===== src/hdl/pin_mux_pkg.sv =====
// Package with the pin-function encodings, pin bundles and reset timing.
package pin_mux_pkg;

    // ------------------------------------------------------------
    // Function selections
    // ------------------------------------------------------------
    typedef enum logic [1:0] {
        b6_gpio = 2'b00,
        b6_serial_rx = 2'b01,
        b6_i2c_data = 2'b10,
        b6_clock_in = 2'b11
    } line6_func_t;

    typedef enum logic [1:0] {
        b7_gpio = 2'b00,
        b7_serial_tx = 2'b01,
        b7_i2c_clock = 2'b10
    } line7_func_t;

    typedef enum logic [1:0] {
        b4_gpio = 2'b00,
        b4_timer = 2'b01,
        b4_clock_out = 2'b10
    } line4_func_t;

    typedef enum logic [1:0] {
        buffered_clock_out_off = 2'b00,
        buffered_clock_out_master = 2'b01,
        buffered_clock_out_periph = 2'b10,
        buffered_clock_out_osc = 2'b11
    } buffered_clock_out_src_t;

    typedef enum logic [1:0] {
        rst_hold = 2'b00,
        rst_count = 2'b01,
        rst_run = 2'b10
    } rst_state_t;

    // ------------------------------------------------------------
    // Bundles
    // ------------------------------------------------------------
    typedef struct packed {
        line6_func_t line6;
        line7_func_t line7;
        line4_func_t line4;
        logic line1_i2c_data;
        logic reset_pin_gpio;
        buffered_clock_out_src_t buffered_clock_out_src;
    } pin_sel_t;

    // Output value and output enable for one pad.
    typedef struct packed {
        logic out;
        logic oe;
    } pad_drive_t;

    localparam pin_sel_t sel_reset = '{line6: b6_gpio, line7: b7_gpio,
        line4: b4_gpio, line1_i2c_data: 1'b0, reset_pin_gpio: 1'b0,
        buffered_clock_out_src: buffered_clock_out_off};

    localparam int unsigned gpio_count = 5;
    localparam int unsigned idx_b1 = 0;
    localparam int unsigned idx_b4 = 1;
    localparam int unsigned idx_b6 = 2;
    localparam int unsigned idx_b7 = 3;
    localparam int unsigned idx_a7 = 4;

    // Internal reset release delay in internal clock cycles.
    localparam int unsigned rst_release_cycles = 32;
    localparam logic [5:0] rst_count_last = 6'(rst_release_cycles - 1);
endpackage


===== src/hdl/reset_pin_function_mux.sv =====
// Pin-function multiplexer for the shared port B lines and the reset pin.
// Summary of operation
// [RULE_01] After reset every muxed pin returns to its primary function.
// [RULE_02] Each GPIO pin has its own software direction bit.
// [RULE_03] Port B line 6 defaults to GPIO; other uses need a selection.
// [RULE_04] Line 6 clock input also needs the external clock mode bit.
// [RULE_05] Line 6 in clock-input function is input only, feeding the clock unit.
// [RULE_06] I2C data may be routed to port B line 1 or line 6.
// [RULE_07] Port B line 7 defaults to GPIO; transmit and I2C clock by selection.
// [RULE_08] Line 7 transmit drives data, or is bidirectional in single-wire mode.
// [RULE_09] The reset pin defaults to its reset function.
// [RULE_10] Reset pin low in reset function holds the chip in reset.
// [RULE_11] Internal reset releases synchronously after a fixed cycle count.
// [RULE_12] Reset pin as port A line 7 is input or open-drain only.
// [RULE_13] In GPIO mode external reset is ignored; POR, watchdog, software remain.
// [RULE_14] Port B line 4 defaults to GPIO; timer and clock out by selection.
// [RULE_15] Clock out selects off (logic 0), master, peripheral or oscillator.
// [RULE_16] Selections return to defaults on every chip reset source.
module reset_pin_function_mux
    import pin_mux_pkg::*;
(
    input wire logic sys_clk,
    input wire logic reset_n,
    input wire logic watchdog_reset,
    input wire logic software_reset,
    input wire pin_sel_t sel_wr_data,
    input wire logic sel_wr,
    input wire logic external_clock_mode_bit,
    input wire logic [gpio_count-1:0] gpio_dir_out,
    input wire logic [gpio_count-1:0] gpio_out_data,
    input wire logic [gpio_count-1:0] pad_in,
    input wire logic serial_tx_data,
    input wire logic serial_single_wire,
    input wire logic serial_tx_drive,
    input wire logic i2c_data_oe,
    input wire logic i2c_clock_oe,
    input wire pad_drive_t timer_zero_drive,
    input wire logic master_system_clock,
    input wire logic peripheral_bus_clock,
    input wire logic oscillator_clock,
    output pin_sel_t sel_state_ff,
    output pad_drive_t [gpio_count-1:0] pad_drive_ff,
    output logic [gpio_count-1:0] gpio_in_ff,
    output logic serial_rx_ff,
    output logic i2c_data_in_ff,
    output logic i2c_clock_in_ff,
    output logic timer_zero_in_ff,
    output logic external_clock_in_ff,
    output logic external_clock_valid_ff,
    output logic chip_reset_n_ff
);

    // ------------------------------------------------------------
    // Pad synchronisers
    // ------------------------------------------------------------
    logic [gpio_count-1:0] pad_meta_ff;
    logic [gpio_count-1:0] pad_sync_ff;

    always_ff @(posedge sys_clk or negedge reset_n) begin
        if (!reset_n) begin
            pad_meta_ff <= '1;
            pad_sync_ff <= '1;
        end else begin
            pad_meta_ff <= pad_in;
            pad_sync_ff <= pad_meta_ff;
        end
    end

    // ------------------------------------------------------------
    // Internal reset sequencer
    // ------------------------------------------------------------
    // The reset pin only counts while it holds its reset function.
    logic pin_reset_req;
    logic any_reset;
    rst_state_t rst_state_ff, nxt_rst_state;
    logic [5:0] rst_cnt_ff, nxt_rst_cnt;
    logic nxt_chip_reset_n;

    assign pin_reset_req = !sel_state_ff.reset_pin_gpio &&
        !pad_sync_ff[idx_a7]; // [RULE_10] [RULE_13]
    assign any_reset = pin_reset_req || watchdog_reset || software_reset;

    always_comb begin
        nxt_rst_state = rst_state_ff;
        nxt_rst_cnt = rst_cnt_ff;
        nxt_chip_reset_n = chip_reset_n_ff;
        if (any_reset) begin
            nxt_rst_state = rst_hold; // [RULE_10]
            nxt_rst_cnt = '0;
            nxt_chip_reset_n = 1'b0;
        end else begin
            case (rst_state_ff)
                rst_hold: begin
                    nxt_rst_state = rst_count;
                end
                rst_count: begin
                    if (rst_cnt_ff == rst_count_last) begin
                        nxt_rst_state = rst_run; // [RULE_11]
                        nxt_chip_reset_n = 1'b1;
                    end else begin
                        nxt_rst_cnt = rst_cnt_ff + 6'h01;
                    end
                end
                default: begin
                    nxt_rst_state = rst_run;
                end
            endcase
        end
    end

    always_ff @(posedge sys_clk or negedge reset_n) begin
        if (!reset_n) begin
            rst_state_ff <= rst_hold;
            rst_cnt_ff <= '0;
            chip_reset_n_ff <= 1'b0;
        end else begin
            rst_state_ff <= nxt_rst_state;
            rst_cnt_ff <= nxt_rst_cnt;
            chip_reset_n_ff <= nxt_chip_reset_n;
        end
    end

    // ------------------------------------------------------------
    // Function selection
    // ------------------------------------------------------------
    pin_sel_t nxt_sel_state;

    always_comb begin
        nxt_sel_state = sel_state_ff;
        if (!chip_reset_n_ff) begin
            nxt_sel_state = sel_reset; // [RULE_01] [RULE_09] [RULE_16]
        end else if (sel_wr) begin
            nxt_sel_state = sel_wr_data; // [RULE_03] [RULE_07] [RULE_14]
        end
    end

    always_ff @(posedge sys_clk or negedge reset_n) begin
        if (!reset_n) begin
            sel_state_ff <= sel_reset; // [RULE_01] [RULE_09]
        end else begin
            sel_state_ff <= nxt_sel_state;
        end
    end

    // ------------------------------------------------------------
    // Clock output source
    // ------------------------------------------------------------
    logic buffered_clock_out_value;
    // The clock sources are foreign to sys_clk, so each passes two stages.
    logic [2:0] clk_src_meta_ff;
    logic [2:0] clk_src_sync_ff;

    always_ff @(posedge sys_clk or negedge reset_n) begin
        if (!reset_n) begin
            clk_src_meta_ff <= '0;
            clk_src_sync_ff <= '0;
        end else begin
            clk_src_meta_ff <= {oscillator_clock, peripheral_bus_clock,
                master_system_clock};
            clk_src_sync_ff <= clk_src_meta_ff;
        end
    end

    always_comb begin
        case (sel_state_ff.buffered_clock_out_src) // [RULE_15]
            buffered_clock_out_master: buffered_clock_out_value = clk_src_sync_ff[0];
            buffered_clock_out_periph: buffered_clock_out_value = clk_src_sync_ff[1];
            buffered_clock_out_osc: buffered_clock_out_value = clk_src_sync_ff[2];
            default: buffered_clock_out_value = 1'b0;
        endcase
    end

    // ------------------------------------------------------------
    // Pad drive
    // ------------------------------------------------------------
    pad_drive_t [gpio_count-1:0] gpio_drive;
    pad_drive_t [gpio_count-1:0] nxt_pad_drive;
    logic b6_i2c;
    logic b1_i2c;

    assign b6_i2c = sel_state_ff.line6 == b6_i2c_data &&
        !sel_state_ff.line1_i2c_data; // [RULE_06]
    assign b1_i2c = sel_state_ff.line1_i2c_data; // [RULE_06]

    genvar gi;
    generate
        for (gi = 0; gi < gpio_count; gi++) begin : g_gpio
            assign gpio_drive[gi].out = gpio_out_data[gi];
            assign gpio_drive[gi].oe = gpio_dir_out[gi]; // [RULE_02]
        end
    endgenerate

    always_comb begin
        nxt_pad_drive = gpio_drive;
        // Open-drain pins only ever drive low.
        if (b1_i2c) begin
            nxt_pad_drive[idx_b1] = '{out: 1'b0, oe: i2c_data_oe};
        end
        case (sel_state_ff.line6)
            b6_serial_rx, b6_clock_in: begin
                nxt_pad_drive[idx_b6] = '{out: 1'b0, oe: 1'b0}; // [RULE_05]
            end
            b6_i2c_data: begin
                nxt_pad_drive[idx_b6] = '{out: 1'b0,
                    oe: b6_i2c && i2c_data_oe};
            end
            default: begin
            end
        endcase
        case (sel_state_ff.line7)
            b7_serial_tx: begin
                nxt_pad_drive[idx_b7] = '{out: serial_tx_data,
                    oe: !serial_single_wire || serial_tx_drive}; // [RULE_08]
            end
            b7_i2c_clock: begin
                nxt_pad_drive[idx_b7] = '{out: 1'b0, oe: i2c_clock_oe};
            end
            default: begin
            end
        endcase
        case (sel_state_ff.line4)
            b4_timer: nxt_pad_drive[idx_b4] = timer_zero_drive;
            b4_clock_out: nxt_pad_drive[idx_b4] = '{out: buffered_clock_out_value, oe: 1'b1};
            default: begin
            end
        endcase
        if (sel_state_ff.reset_pin_gpio) begin
            nxt_pad_drive[idx_a7] = '{out: 1'b0,
                oe: gpio_dir_out[idx_a7] && !gpio_out_data[idx_a7]}; // [RULE_12]
        end else begin
            nxt_pad_drive[idx_a7] = '{out: 1'b0, oe: 1'b0}; // [RULE_09]
        end
    end

    // ------------------------------------------------------------
    // Input routing
    // ------------------------------------------------------------
    logic nxt_serial_rx;
    logic nxt_i2c_data_in;
    logic nxt_ext_valid;

    always_comb begin
        nxt_serial_rx = 1'b1;
        if (sel_state_ff.line7 == b7_serial_tx && serial_single_wire) begin
            nxt_serial_rx = pad_sync_ff[idx_b7]; // [RULE_08]
        end else if (sel_state_ff.line6 == b6_serial_rx) begin
            nxt_serial_rx = pad_sync_ff[idx_b6];
        end
        nxt_i2c_data_in = 1'b1;
        if (b1_i2c) begin
            nxt_i2c_data_in = pad_sync_ff[idx_b1]; // [RULE_06]
        end else if (b6_i2c) begin
            nxt_i2c_data_in = pad_sync_ff[idx_b6];
        end
        nxt_ext_valid = sel_state_ff.line6 == b6_clock_in &&
            external_clock_mode_bit; // [RULE_04] [RULE_05]
    end

    always_ff @(posedge sys_clk or negedge reset_n) begin
        if (!reset_n) begin
            pad_drive_ff <= '0;
            gpio_in_ff <= '1;
            serial_rx_ff <= 1'b1;
            i2c_data_in_ff <= 1'b1;
            i2c_clock_in_ff <= 1'b1;
            timer_zero_in_ff <= 1'b0;
            external_clock_in_ff <= 1'b0;
            external_clock_valid_ff <= 1'b0;
        end else begin
            pad_drive_ff <= nxt_pad_drive;
            gpio_in_ff <= pad_sync_ff;
            serial_rx_ff <= nxt_serial_rx;
            i2c_data_in_ff <= nxt_i2c_data_in;
            i2c_clock_in_ff <= sel_state_ff.line7 == b7_i2c_clock ?
                pad_sync_ff[idx_b7] : 1'b1;
            timer_zero_in_ff <= sel_state_ff.line4 == b4_timer ?
                pad_sync_ff[idx_b4] : 1'b0;
            external_clock_in_ff <= nxt_ext_valid && pad_sync_ff[idx_b6];
            external_clock_valid_ff <= nxt_ext_valid;
        end
    end

endmodule


===== config.mk =====
export PLATFORM = sky130hd
export DESIGN_NAME = reset_pin_function_mux
export DESIGN_NICKNAME = d
export VERILOG_FILES = /design/src/hdl/pin_mux_pkg.sv /design/src/hdl/reset_pin_function_mux.sv
export SDC_FILE = /design/constraint.sdc
export NUM_CORES = 1
export LEC_CHECK = 0
export BUFFER_PORTS_ARGS = -buffer_cell sky130_fd_sc_hd__buf_4
export CORE_MARGIN = 10
export CORE_UTILIZATION = 44
export CTS_CLUSTER_DIAMETER = 150
export DETAILED_ROUTE_END_ITERATION = 6
export GPL_ROUTABILITY_DRIVEN = 0
export PLACE_DENSITY = 0.71
export SETUP_SLACK_MARGIN = 0.5
export SLEW_MARGIN = 20
export SYNTH_ARGS = -nofsm -noshare
export SYNTH_HDL_FRONTEND = slang
export SYNTH_SLANG_ARGS = --single-unit

===== constraint.sdc =====
create_clock -name sys_clk -period 3.95 [get_ports sys_clk]
set_clock_uncertainty 0.2 [all_clocks]
set_input_delay 0.1975 -clock sys_clk [delete_from_list [all_inputs] [get_ports sys_clk]]
set_output_delay 0.1975 -clock sys_clk [all_outputs]
set_load 0.01 [all_outputs]

# ---- After elaboration in Yosys (flattened, before gate mapping)
# Index checks and enable logic that the tools add are counted.
dict set report totals {
  out_inout_bits 32
  wordCells 90
  register_bits 56
}
dict set report op_classes {
  add_sub_neg 1
  eq_ne 15
  reduce_logical 21
  muxes 23
}
# operator count
set op_table {}
lappend op_table {{two-way mux 10 bit} 2}
lappend op_table {{two-way mux 6 bit} 3}
lappend op_table {{case mux 2 bit (2 select lines)} 4}
lappend op_table {{equality test 2 bit (second input constant)} 6}
lappend op_table {{equality test 2 x 1 -> 1 bit (second input constant)} 5}
lappend op_table {{two-way mux 1 bit} 10}
lappend op_table {{logical AND 1 bit} 7}
lappend op_table {{adder 6 x 1 -> 6 bit (second input constant)} 1}
lappend op_table {{equality test 6 x 5 -> 1 bit (second input constant)} 1}
lappend op_table {{two-way mux 2 bit} 3}
lappend op_table {{logical NOT 1 bit} 5}
lappend op_table {{inequality test 2 bit (second input constant)} 2}
lappend op_table {{AND reduction 2 bit} 2}
lappend op_table {{nonzero test 2 bit} 2}
lappend op_table {{logical OR 1 bit} 3}
lappend op_table {{inequality test 3 bit (second input constant)} 1}
lappend op_table {{case mux 1 bit (3 select lines)} 1}
lappend op_table {{logical NOT 2 bit} 1}
lappend op_table {{OR reduction 2 bit} 1}

# ---- Logic depth before layout (Yosys ltp)
# Gate-level depths: netlist (run 1).
dict set report depth {
  depth_word 6
  mapped_depth 5
}

# ---- Worst setup path after synthesis (run 1)
# Ideal clock, no wire load.
dict set report synth_path {
  kind {register -> register}
  startpoint {register rst_cnt_ff[0]}
  endpoint {register rst_cnt_ff[4]}
  period_less_slack_ps 1456
  t_arrival_ps 1175
  setup_ps 81
  setup_slack_ps 2494
  t_required_ps 3669
  path_stages_with_launch 5
  path_cell_list {dfrtp_1 -> ha_1 -> and3b_1 -> and4_1 -> nor3_2}
}
dict set report synth_via {
  elab_chain_len 4
}
# item line_no
set synth_rtl {}
lappend synth_rtl {{start: declaration} reset_pin_function_mux.sv:76} ;# logic [5:0] rst_cnt_ff, nxt_rst_cnt;
lappend synth_rtl {{start signal: assignment} reset_pin_function_mux.sv:118} ;# rst_cnt_ff <= nxt_rst_cnt;
lappend synth_rtl {{adder 6 x 1 -> 6 bit} reset_pin_function_mux.sv:101} ;# nxt_rst_cnt = rst_cnt_ff + 6'h01;
lappend synth_rtl {{two-way mux 6 bit} reset_pin_function_mux.sv:97} ;# if (rst_cnt_ff == rst_count_last) begin
lappend synth_rtl {{two-way mux 6 bit} reset_pin_function_mux.sv:92} ;# case (rst_state_ff)
lappend synth_rtl {{two-way mux 6 bit} reset_pin_function_mux.sv:87} ;# if (any_reset) begin
# Parallel ways exist; a longest one is shown, timed or not. The select of a mux whose other input is x is not followed.
# A chain may end at the register's enable or synchronous reset.

# ---- Worst setup path in the final report (run 1)
dict set report layout_path {
  startpoint {input watchdog_reset}
  endpoint {register rst_cnt_ff[0]}
}
dict set report layout_via {
  elab_chain_len 4
}
# item line_no
set layout_rtl {}
lappend layout_rtl {{start: declaration} reset_pin_function_mux.sv:24} ;# input wire logic watchdog_reset,
lappend layout_rtl {{logical OR 1 bit * (2 in series)} reset_pin_function_mux.sv:81} ;# assign any_reset = pin_reset_req || watchdog_reset || software_reset;
lappend layout_rtl {{inequality test 2 bit (no line) or nonzero test 2 bit (tied branches)} --}
lappend layout_rtl {{AND reduction 2 bit (no line)} --}
# Every way passes the cells marked *; elsewhere a longest branch is shown, timed or not.

==> results of run 1 <==
-- worst reg2reg max path, stage by stage, from the launching register on --
cell	delay, ps
dfstp_2	550
nor2_2	60
or4_1	380
dlygate4sd3_1	570
mux2i_1	140
-- layout make-up --
cell class / count / area (um2)
fillers: 332 / 1530
flip-flops and latches: 55 / 1400
repair buffers: 107 / 893
multi-input cells: 93 / 677
well taps: 67 / 83.8
clock buffers: 6 / 72.6
inverters: 9 / 33.8
clock inverters: 1 / 30.0
-- logic make-up after synthesis --
| kind of cell | Yosys count |
|---|---|
| and+or+nand+nor | 53 |
| DFF | 55 |
| muxes | 14 |
| AOI/OAI and AO/OA | 20 |
| other | 1 |
| buffers and inverters | 13 |
| adders and majority gates | 5 |
-- registers in the layout, summed over array words and instances, names as in the netlist, 2 cells and up --
register	cells
clk_src_meta_ff	3
clk_src_sync_ff	3
gpio_in_ff	5
pad_drive_ff	9
pad_meta_ff	5
pad_sync_ff	5
rst_cnt_ff	6
rst_state_ff	2
sel_state_ff	9
-- routing by layer --
layer | track usage (%) | routed length [um]
met2 | 20.3 | 2400
met5 | 0 | 0
met3 | 5.14 | 411
met1 | 13.8 | 1930
met4 | 3.90 | 61
-- power by group through the flow --
| stage | sequential, mW | combinational (mW) | clock (mW) |
|---|---|---|---|
| floorplan | 0.604 | 0.0164 | 0 |
| global placement | 0.600 | 0.0737 | 0 |
| detailed placement | 0.601 | 0.0741 | 0 |
| CTS | 0.591 | 0.102 | 0.358 |
| global route | 0.593 | 0.112 | 0.377 |
| finish | 0.590 | 0.102 | 0.343 |
-- stage by stage --
stage	hold WS [ps]	util [%]	power (mW)	instances	instance area (um2)
after floorplan	-298	-	0.620	161	2130
after global placement	78.1	57.7	0.674	295	2730
after detailed placement	75.4	57.7	0.675	295	2730
after CTS	1.74	67.3	1.05	337	3180
final	3.50	67.5	1.03	338	3190
after global routing	0.796	67.5	1.08	338	3190
-- final timing paths --
| kind | startpoint | to | slack, ps | cells after the start |
|---|---|---|---|---|
| worst max-delay path | watchdog_reset | rst_cnt_ff[0] | 1890 | 5 |
| worst min-delay path | sel_wr_data[3] | b1_i2c | 4 | 3 |
| worst max register to register | pad_sync_ff[4] | rst_cnt_ff[0] | 1980 | 4 |
| worst min register to register | pad_meta_ff[2] | pad_sync_ff[2] | 160 | 0 |
| max in group asynchronous | reset_n | pad_drive_ff[2] | 2830 | 2 |
| min in group asynchronous | reset_n | clk_src_meta_ff[0] | 270 | 2 |
-- Yosys cell counts (2+ instances only) --
cell	n
a21oi_1	11
and2_1	3
and3_1	2
and4_1	2
buf_4	2
dfrtp_1	37
dfstp_2	18
ha_1	5
inv_1	9
mux2i_1	13
nand2_1	4
nand2b_1	4
nand3b_1	6
nor2_1	6
nor2b_1	13
nor3_2	2
nor3b_1	2
o21ai_0	2
-- repair_timing --
item / in CTS / in global routing
hold buffers: 35 / 1
hold endpoints to repair: 66 / 1
setup endpoints to repair: 0 / 0
==> results.md, run 1 <==
* Antenna Nets Post-Route at 0
* Min-Delay Path Class: input pin to register
* Row Count at 25
* Clock-pin slew on the worst setup and hold paths at approximately 80 ps
* DR DRC count at 0
* Clock Sinks at 55
* Sw Pwr at 0.200 mW
* Flops & latches, synth at 55
* Port buffer count at 71
* Slew HR at 56.5%
* DR vias/cell at 4.58
* Post CTS Setup Buffer Count at 0
* Largest net degree at the start of global routing at 56
* Layout cells sized above 1 at 37.6%
* Starting density of the core at 45.2%
* Core area at 4720 um2
* Synthesized area at 2130 um2
* Final Max Slew Viols at 0
* Required time of the critical path at approximately 4000 ps
* Max-Cap Viols at 0
* Post-DP HPWL at between 3000 and 4000 um
* Overflow after GRT at 0
* Routed len/inst at 14.2 um
* Compound-Gate Fraction of Synth Area at 5.63%
* Worst Path Class, Setup: input pin to register
* Final setup violation count at 0
* Ant. Diodes at 0
* Drt pass-1 iters at 4
* Sequential share of the synthesized area at 65.6%
* Power density over the cells at 324 nW/um2
* Die W at 89.6 um
* Syn Inst Count at between 150 and 200
* Post-synth EDFFs at 0
* GR Util All Layers at about an eighth
* Clk network pwr share at 33.1%
* Lkg Pwr at 1.47 nW
* Die boundary height at 89.6 um
* Routed WL at 4810 um
* Async SR Flop Fraction at 100%
* CTS buffer count at 5
* Syn Area/Cell at 13.3 um2
* Final min period at 2060 ps
* CTS tree: yes
* Final worst slack at between 1500 and 2000 ps
* Mux contribution to synthesized area at 6.63%
* Cell family with most CP delay: buffers and inverters
* Sum Neg Setup Slack at 0 ps
* Slew at the pin closest to its max-slew limit at about 650 ps
* Most frequent cells in the layout: 71 x buf_4, 37 x dfrtp_1, 36 x dlygate4sd3_1
* Worst-path fanout max at 2
* Combinational share of power at roughly a tenth
* Resized cells post-CTS at 0
* Status: completed
* Fin nets at 317
* CP endpoint kind: register
* P&R area growth vs syn at 49.5%
* IO Pins at 73
* Simple-gate share of the synthesized area at 16.4%
* CP most frequent cell: dlygate4sd3_1
* Leading area contributor after synthesis: dfrtp_1
* Warning count from the yosys run at 0
* Netlist cell types at 38
* Xor-xnor portion of the synthesized cell area at 0%
* Max stage delay on crit path at 570 ps
* Critical-path cell list: dlygate4sd3_1, buf_4, or4_1, dlygate4sd3_1, mux2i_1
* Largest family of logic cells by synthesized area: simple AND/OR/NAND/NOR gates
* Critical Path AT at 2070 ps
* VDD IR max at 181 uV
* Sequential Power Share at 57.1%
* Clk Latency, worst-skew pair at 290 ps
* Synth Area in Adders at 2.93%
* Clock Root Buffer: clkbuf_8
* CTS Buffer Depth at 2
* Period utilization at 52.1%
* Initial antenna violation count at 0
* Final Hold Fails at 0
* Vias in the first global route at 1,571
* Yosys top cell area share at between 40% and 50%
* Critical path launch point type: input pin
* Fmax at 486 MHz
* Internal power at 0.835 mW
* Sw Share at 19.3%
* Vias at 1,548
* RSZ-0062 raised after global routing: no
* Synth Flop Type: dfrtp_1
* Post-Place Worst Slack at roughly 2400 ps
* CP max-delay cell: dlygate4sd3_1
* Syn_nets at a little over 200
* DIE AREA at 8030 um2
* H-tree depth at 2
* Dominant cells by area after synthesis: dfrtp_1 43%, dfstp_2 22%, mux2i_1 6.1%
* Commonest non-fill, non-tap cell in the layout: buf_4
* First-pass GRT wire length at 7600 um
* DR iter-0 viols at 67
* Buffers & Inverters on Critical Path at 3
Note: power is estimated with default switching activity, not from simulation.
==> inputs of run 2 (changes only) <==
Clock period 3.95 ns to 2 ns, I/O delays scaled along.
==> results.md, run 2 (synthesis results as in run 1) <==
* Max stage delay on crit path at around 430 ps
* Clk network pwr share at roughly a third
* Cell family with most CP delay: simple AND/OR/NAND/NOR gates
* Hold_sp: sel_wr
* Reg2Reg Setup Slack at 520 ps
* Final Hold Fails at 0
* Hold Slack at 19.3 ps
* Sw Share at 20.2%
* Clock Root Buffer: clkbuf_8
* First-pass GRT wire length at 8050 um
* CP max-delay cell: dfrtp_1
* Combinational share of power at ~10%
* Critical path launch point type: register
* Drt pass-1 iters at 4
* Filler instances at 339
* Vias at between 1,500 and 2,000
* Slew at the pin closest to its max-slew limit at 658 ps
* P&R area growth vs syn at 53.3%
* CTS tree: yes
* CP endpoint kind: register
* Vias in the first global route at 1,653
* Clock Sinks at 55
* Critical Path AT at about 1500 ps
* Period utilization at about 74%
* Lkg Pwr at ~1.5 nW
* Worst-path fanout max at 4
* Row Count at 25
* Max-Cap Viols at 0
* Most frequent cells in the layout: 74 x buf_4, 39 x dlygate4sd3_1, 36 x dfrtp_1
* Final Max Slew Viols at 0
* Port buffer count at 71
* Hold path depth at 3
* Overflow after GRT at 0
* Min-Delay Endpoint: sel_state_ff[9]
* Die W at 89.6 um
* Largest net degree at the start of global routing at 56
* H-tree depth at 2
* Slew HR at between 50% and 60%
* DR iter-0 viols at 52
* Post-DP HPWL at 3430 um
* Layout cells sized above 1 at 40.1%
* DR DRC count at 0
* Worst Path Class, Setup: register to register
* Routed WL at 5180 um
* R2R depth at 4
* Final min period at 1480 ps
* DR vias/cell at roughly 4.7
* Initial antenna violation count at 0
* Commonest non-fill, non-tap cell in the layout: buf_4
* Post-Place Worst Slack at 450 ps
* GR Util All Layers at a little over an eighth
* Status: completed
* IO Pins at 73
* Power density over the cells at between 600 and 700 nW/um2
* FF-to-FF End: rst_cnt_ff[4]
* Routed len/inst at 15.1 um
* Biggest regs: pad_drive_ff x9, sel_state_ff x9, rst_cnt_ff x6
* Fmax at 678 MHz
* CTS Buffer Depth at 2
* Core area at around 4700 um2
* Min-Delay Path Class: input pin to register
* Sequential Power Share at 56.3%
* Starting density of the core at a little under half
* Fin nets at 323
* Ant. Diodes at 0
* Required time of the critical path at 2030 ps
* CTS buffer count at 5
* VDD IR max at 376 uV
* Final worst slack at 524 ps
* DIE AREA at 8030 um2
* Sum Neg Setup Slack at 0 ps
* Clk Latency, worst-skew pair at 300 ps
* Sw Pwr at 0.417 mW
* RSZ-0062 raised after global routing: yes
* Buffers & Inverters on Critical Path at 0
* Antenna Nets Post-Route at 0
* Worst reg2reg startpoint: rst_cnt_ff[1]
* Internal power at 1.65 mW
* Design Power at 2.07 mW
* Critical-path cell list: ha_4, and3b_2, and4_1, nor3_2
* Final setup violation count at 0
* Die boundary height at ~90 um
* Post-layout util at between 60 and 70%
* Clock-pin slew on the worst setup and hold paths at 90 ps
[run 2: worst max-delay path by stage]
| stage | startpoint | to | slack, ps | depth (start not counted) |
|---|---|---|---|---|
| after floorplan | rst_cnt_ff[0] | rst_cnt_ff[4] | 540 | 4 |
| after global placement | rst_cnt_ff[0] | rst_cnt_ff[4] | 500 | 4 |
| after detailed placement | rst_cnt_ff[0] | rst_cnt_ff[4] | 450 | 4 |
| after CTS | rst_cnt_ff[0] | rst_cnt_ff[4] | 500 | 4 |
| after global routing | rst_cnt_ff[0] | rst_cnt_ff[2] | 490 | 4 |
| final | rst_cnt_ff[1] | rst_cnt_ff[4] | 520 | 4 |
[run 2: cell type report]
cell class,instances,area [um2],share of cell area [%]
Sequential cell,55,1400,42.8
Timing Repair Buffer,113,946,28.9
Clock buffer,6,72.6,2.22
Inverter,9,33.8,1.03
Clock inverter,1,30.0,0.918
Multi-Input combinational cell,93,703,21.5
Tap cell,67,83.8,2.56
[run 2: tightest hold or removal path, cell delays in order]
cell,delay [ps]
buf_4,170
mux2i_1,150
nor2b_1,60
[run 2: power by group through the flow]
stage / clock (mW) / combinational, mW / sequential [mW]
floorplan: 0 / 0.0325 / 1.19
finish: 0.694 / 0.210 / 1.17
detailed placement: 0 / 0.147 / 1.19
CTS: 0.718 / 0.208 / 1.17
global placement: 0 / 0.146 / 1.19
global route: 0.753 / 0.231 / 1.17
[run 2: metrics by stage]
stage          area [um2]  instances
2_1_floorplan        2130        161
3_3_place_gp         2730        295
3_5_place_dp         2730        295
4_1_cts              3210        340
5_1_grt              3270        344
6_report             3270        344
[run 2: per-layer routing]
layer | global-route usage, % | vias up | wire (um) | share of wire [%]
li1 | - | 773 | - | -
met1 | 14.3 | 782 | 1970 | 38
met2 | 22.2 | 52 | 2730 | 53
met3 | 5.60 | 6 | 426 | 8.2
met4 | 4.34 | 0 | 49 | 0.95
met5 | 0 | - | 0 | 0
[run 2: repair_timing]
item,4_1_cts,5_1_grt
buffers inserted,0,3
hold buffers,38,1
pin swaps,0,1
setup endpoints to repair,2,8
hold endpoints to repair,69,2
gates resized for setup,1,6
==> inputs of run 3 (changes only) <==
Settings changed: PLACE_DENSITY 0.71 to 0.74.
Clock period 2 ns to 1.3 ns, I/O delays scaled along.
==> results.md, run 3 (synthesis results as in run 1) <==
* Status: complete, but fails checks
* Violated checks: hold timing, setup timing
* Fmax at ~700 MHz
* Clk Latency, worst-skew pair at 300 ps
* CTS buffer count at 5
* Final setup violation count at 7
* CP max-delay cell: dfstp_2
* DIE AREA at 8030 um2
* Biggest regs: pad_drive_ff x9, sel_state_ff x9, rst_cnt_ff x6
* DR DRC count at 0
* Critical Path AT at 1460 ps
* Drt pass-1 iters at 4
* Commonest non-fill, non-tap cell in the layout: buf_4
* Core area at roughly 4700 um2
* Required time of the critical path at 1320 ps
* CTS tree: yes
* Fin nets at 314
* Critical-path cell list: nor2_2, or4_1, mux2i_1
* Routed len/inst at roughly 17 um
* Min-Delay Path Class: input pin to async pin
* Max-Cap Viols at 0
* Hold Slack at -571 ps
* VDD IR max at 685 uV
* Final worst slack at -136 ps
* Clock Root Buffer: clkbuf_8
* Max stage delay on crit path at 550 ps
* Sum Neg Setup Slack at -537 ps
* Vias at 1,638
* Hold buffer count at CTS at 8
* Starting density of the core at 45.2%
* R2R depth at 3
* Reg2Reg Setup Slack at -140 ps
* H-tree depth at 2
* Final Max Slew Viols at 0
* Port buffer count at 71
* Clock-pin slew on the worst setup and hold paths at 100 ps
* Vias in the first global route at 1,692
* Ant. Diodes at 0
* Worst-path fanout max at 4
* Worst Path Class, Setup: register to register
* RSZ-0062 raised after global routing: yes
* Initial antenna violation count at 0
* Critical path launch point type: register
* DR iter-0 viols at 66
* Period utilization at 110%
* CTS Buffer Depth at 2
* Antenna Nets Post-Route at 0
* Lkg Pwr at about 1.5 nW
* Overflow after GRT at 0
* Final Hold Fails at 86
* Clock Sinks at 55
* Largest net degree at the start of global routing at 36
* Layout cells sized above 1 at 68.8%
* Die boundary height at 89.6 um
* Post-DP HPWL at between 3000 and 4000 um
* P&R area growth vs syn at 67.8%
* DR vias/cell at 4.88
* Worst reg2reg startpoint: pad_sync_ff[4]
* Die W at between 80 and 90 um
* CP endpoint kind: register
* Routed WL at 5720 um
* IO Pins at 73
* Final min period at 1440 ps
* Power density over the cells at 846 nW/um2
* Most frequent cells in the layout: 48 x buf_4, 47 x buf_6, 26 x dfrtp_1
* GR Util All Layers at 13.3%
* FF-to-FF End: rst_cnt_ff[0]
* Row Count at 25
* First-pass GRT wire length at 8270 um
run 3: worst max-delay path, delay by kind of cell, from the launching register on:
| family | cells | cell delay (ps) |
|---|---|---|
| AND/OR/NAND/NOR | 2 | 450 |
| multiplexers | 1 | 160 |
| flip-flops | 1 | 550 |
run 3: where the power goes:
part | leakage (nW) | total, mW | internal, mW | switching, mW
Combinational | 0.846 | 0.310 | 0.183 | 0.128
Clock | 0.0412 | 0.916 | 0.378 | 0.538
Sequential | 0.655 | 1.80 | 1.78 | 0.0249
run 3: stage by stage:
step / total power [mW] / util (%) / instances / setup slack [ps] / area (um2)
finish: 3.03 / 75.8 / 336 / -136 / 3580
detailed placement: 2.07 / 61.4 / 301 / -159 / 2900
CTS: 3.02 / 71.1 / 328 / -107 / 3360
global placement: 2.06 / 61.4 / 301 / -150 / 2900
global route: 3.14 / 75.8 / 336 / -156 / 3580
floorplan: 1.89 / - / 161 / -50.6 / 2250
run 3: worst max-delay path by stage:
stage | start | to | cells past startpoint
floorplan | pad_sync_ff[4] | rst_cnt_ff[0] | 3
global placement | pad_sync_ff[4] | rst_cnt_ff[2] | 3
detailed placement | pad_sync_ff[4] | rst_cnt_ff[2] | 3
CTS | rst_cnt_ff[0] | rst_cnt_ff[4] | 4
global route | rst_cnt_ff[0] | rst_cnt_ff[4] | 4
finish | pad_sync_ff[4] | rst_cnt_ff[0] | 3
run 3: timing repair:
item / 4_1_cts / 5_1_grt
cloned: 1 / 0
endpoints found under the setup margin: 69 / 70
endpoints found under the hold margin: 94 / 86
resized for setup: 58 / 37
pin swaps: 11 / 7
setup buffers: 10 / 8
run 3: cell type report:
cell class	count	area [um2]
clock buffer	6	72.6
sequential	55	1410
fill	293	1140
tap	67	83.8
multi-input combinational	93	975
clock inverter	2	12.5
timing repair buffer	104	990
inverter	9	33.8
run 3: metal layers:
metal	wire (um)	up-vias	GRT usage [%]
li1	-	764	-
met1	2070	811	14.4
met2	3180	53	23.9
met3	351	10	4.24
met4	118	0	4.91
met5	0	-	0
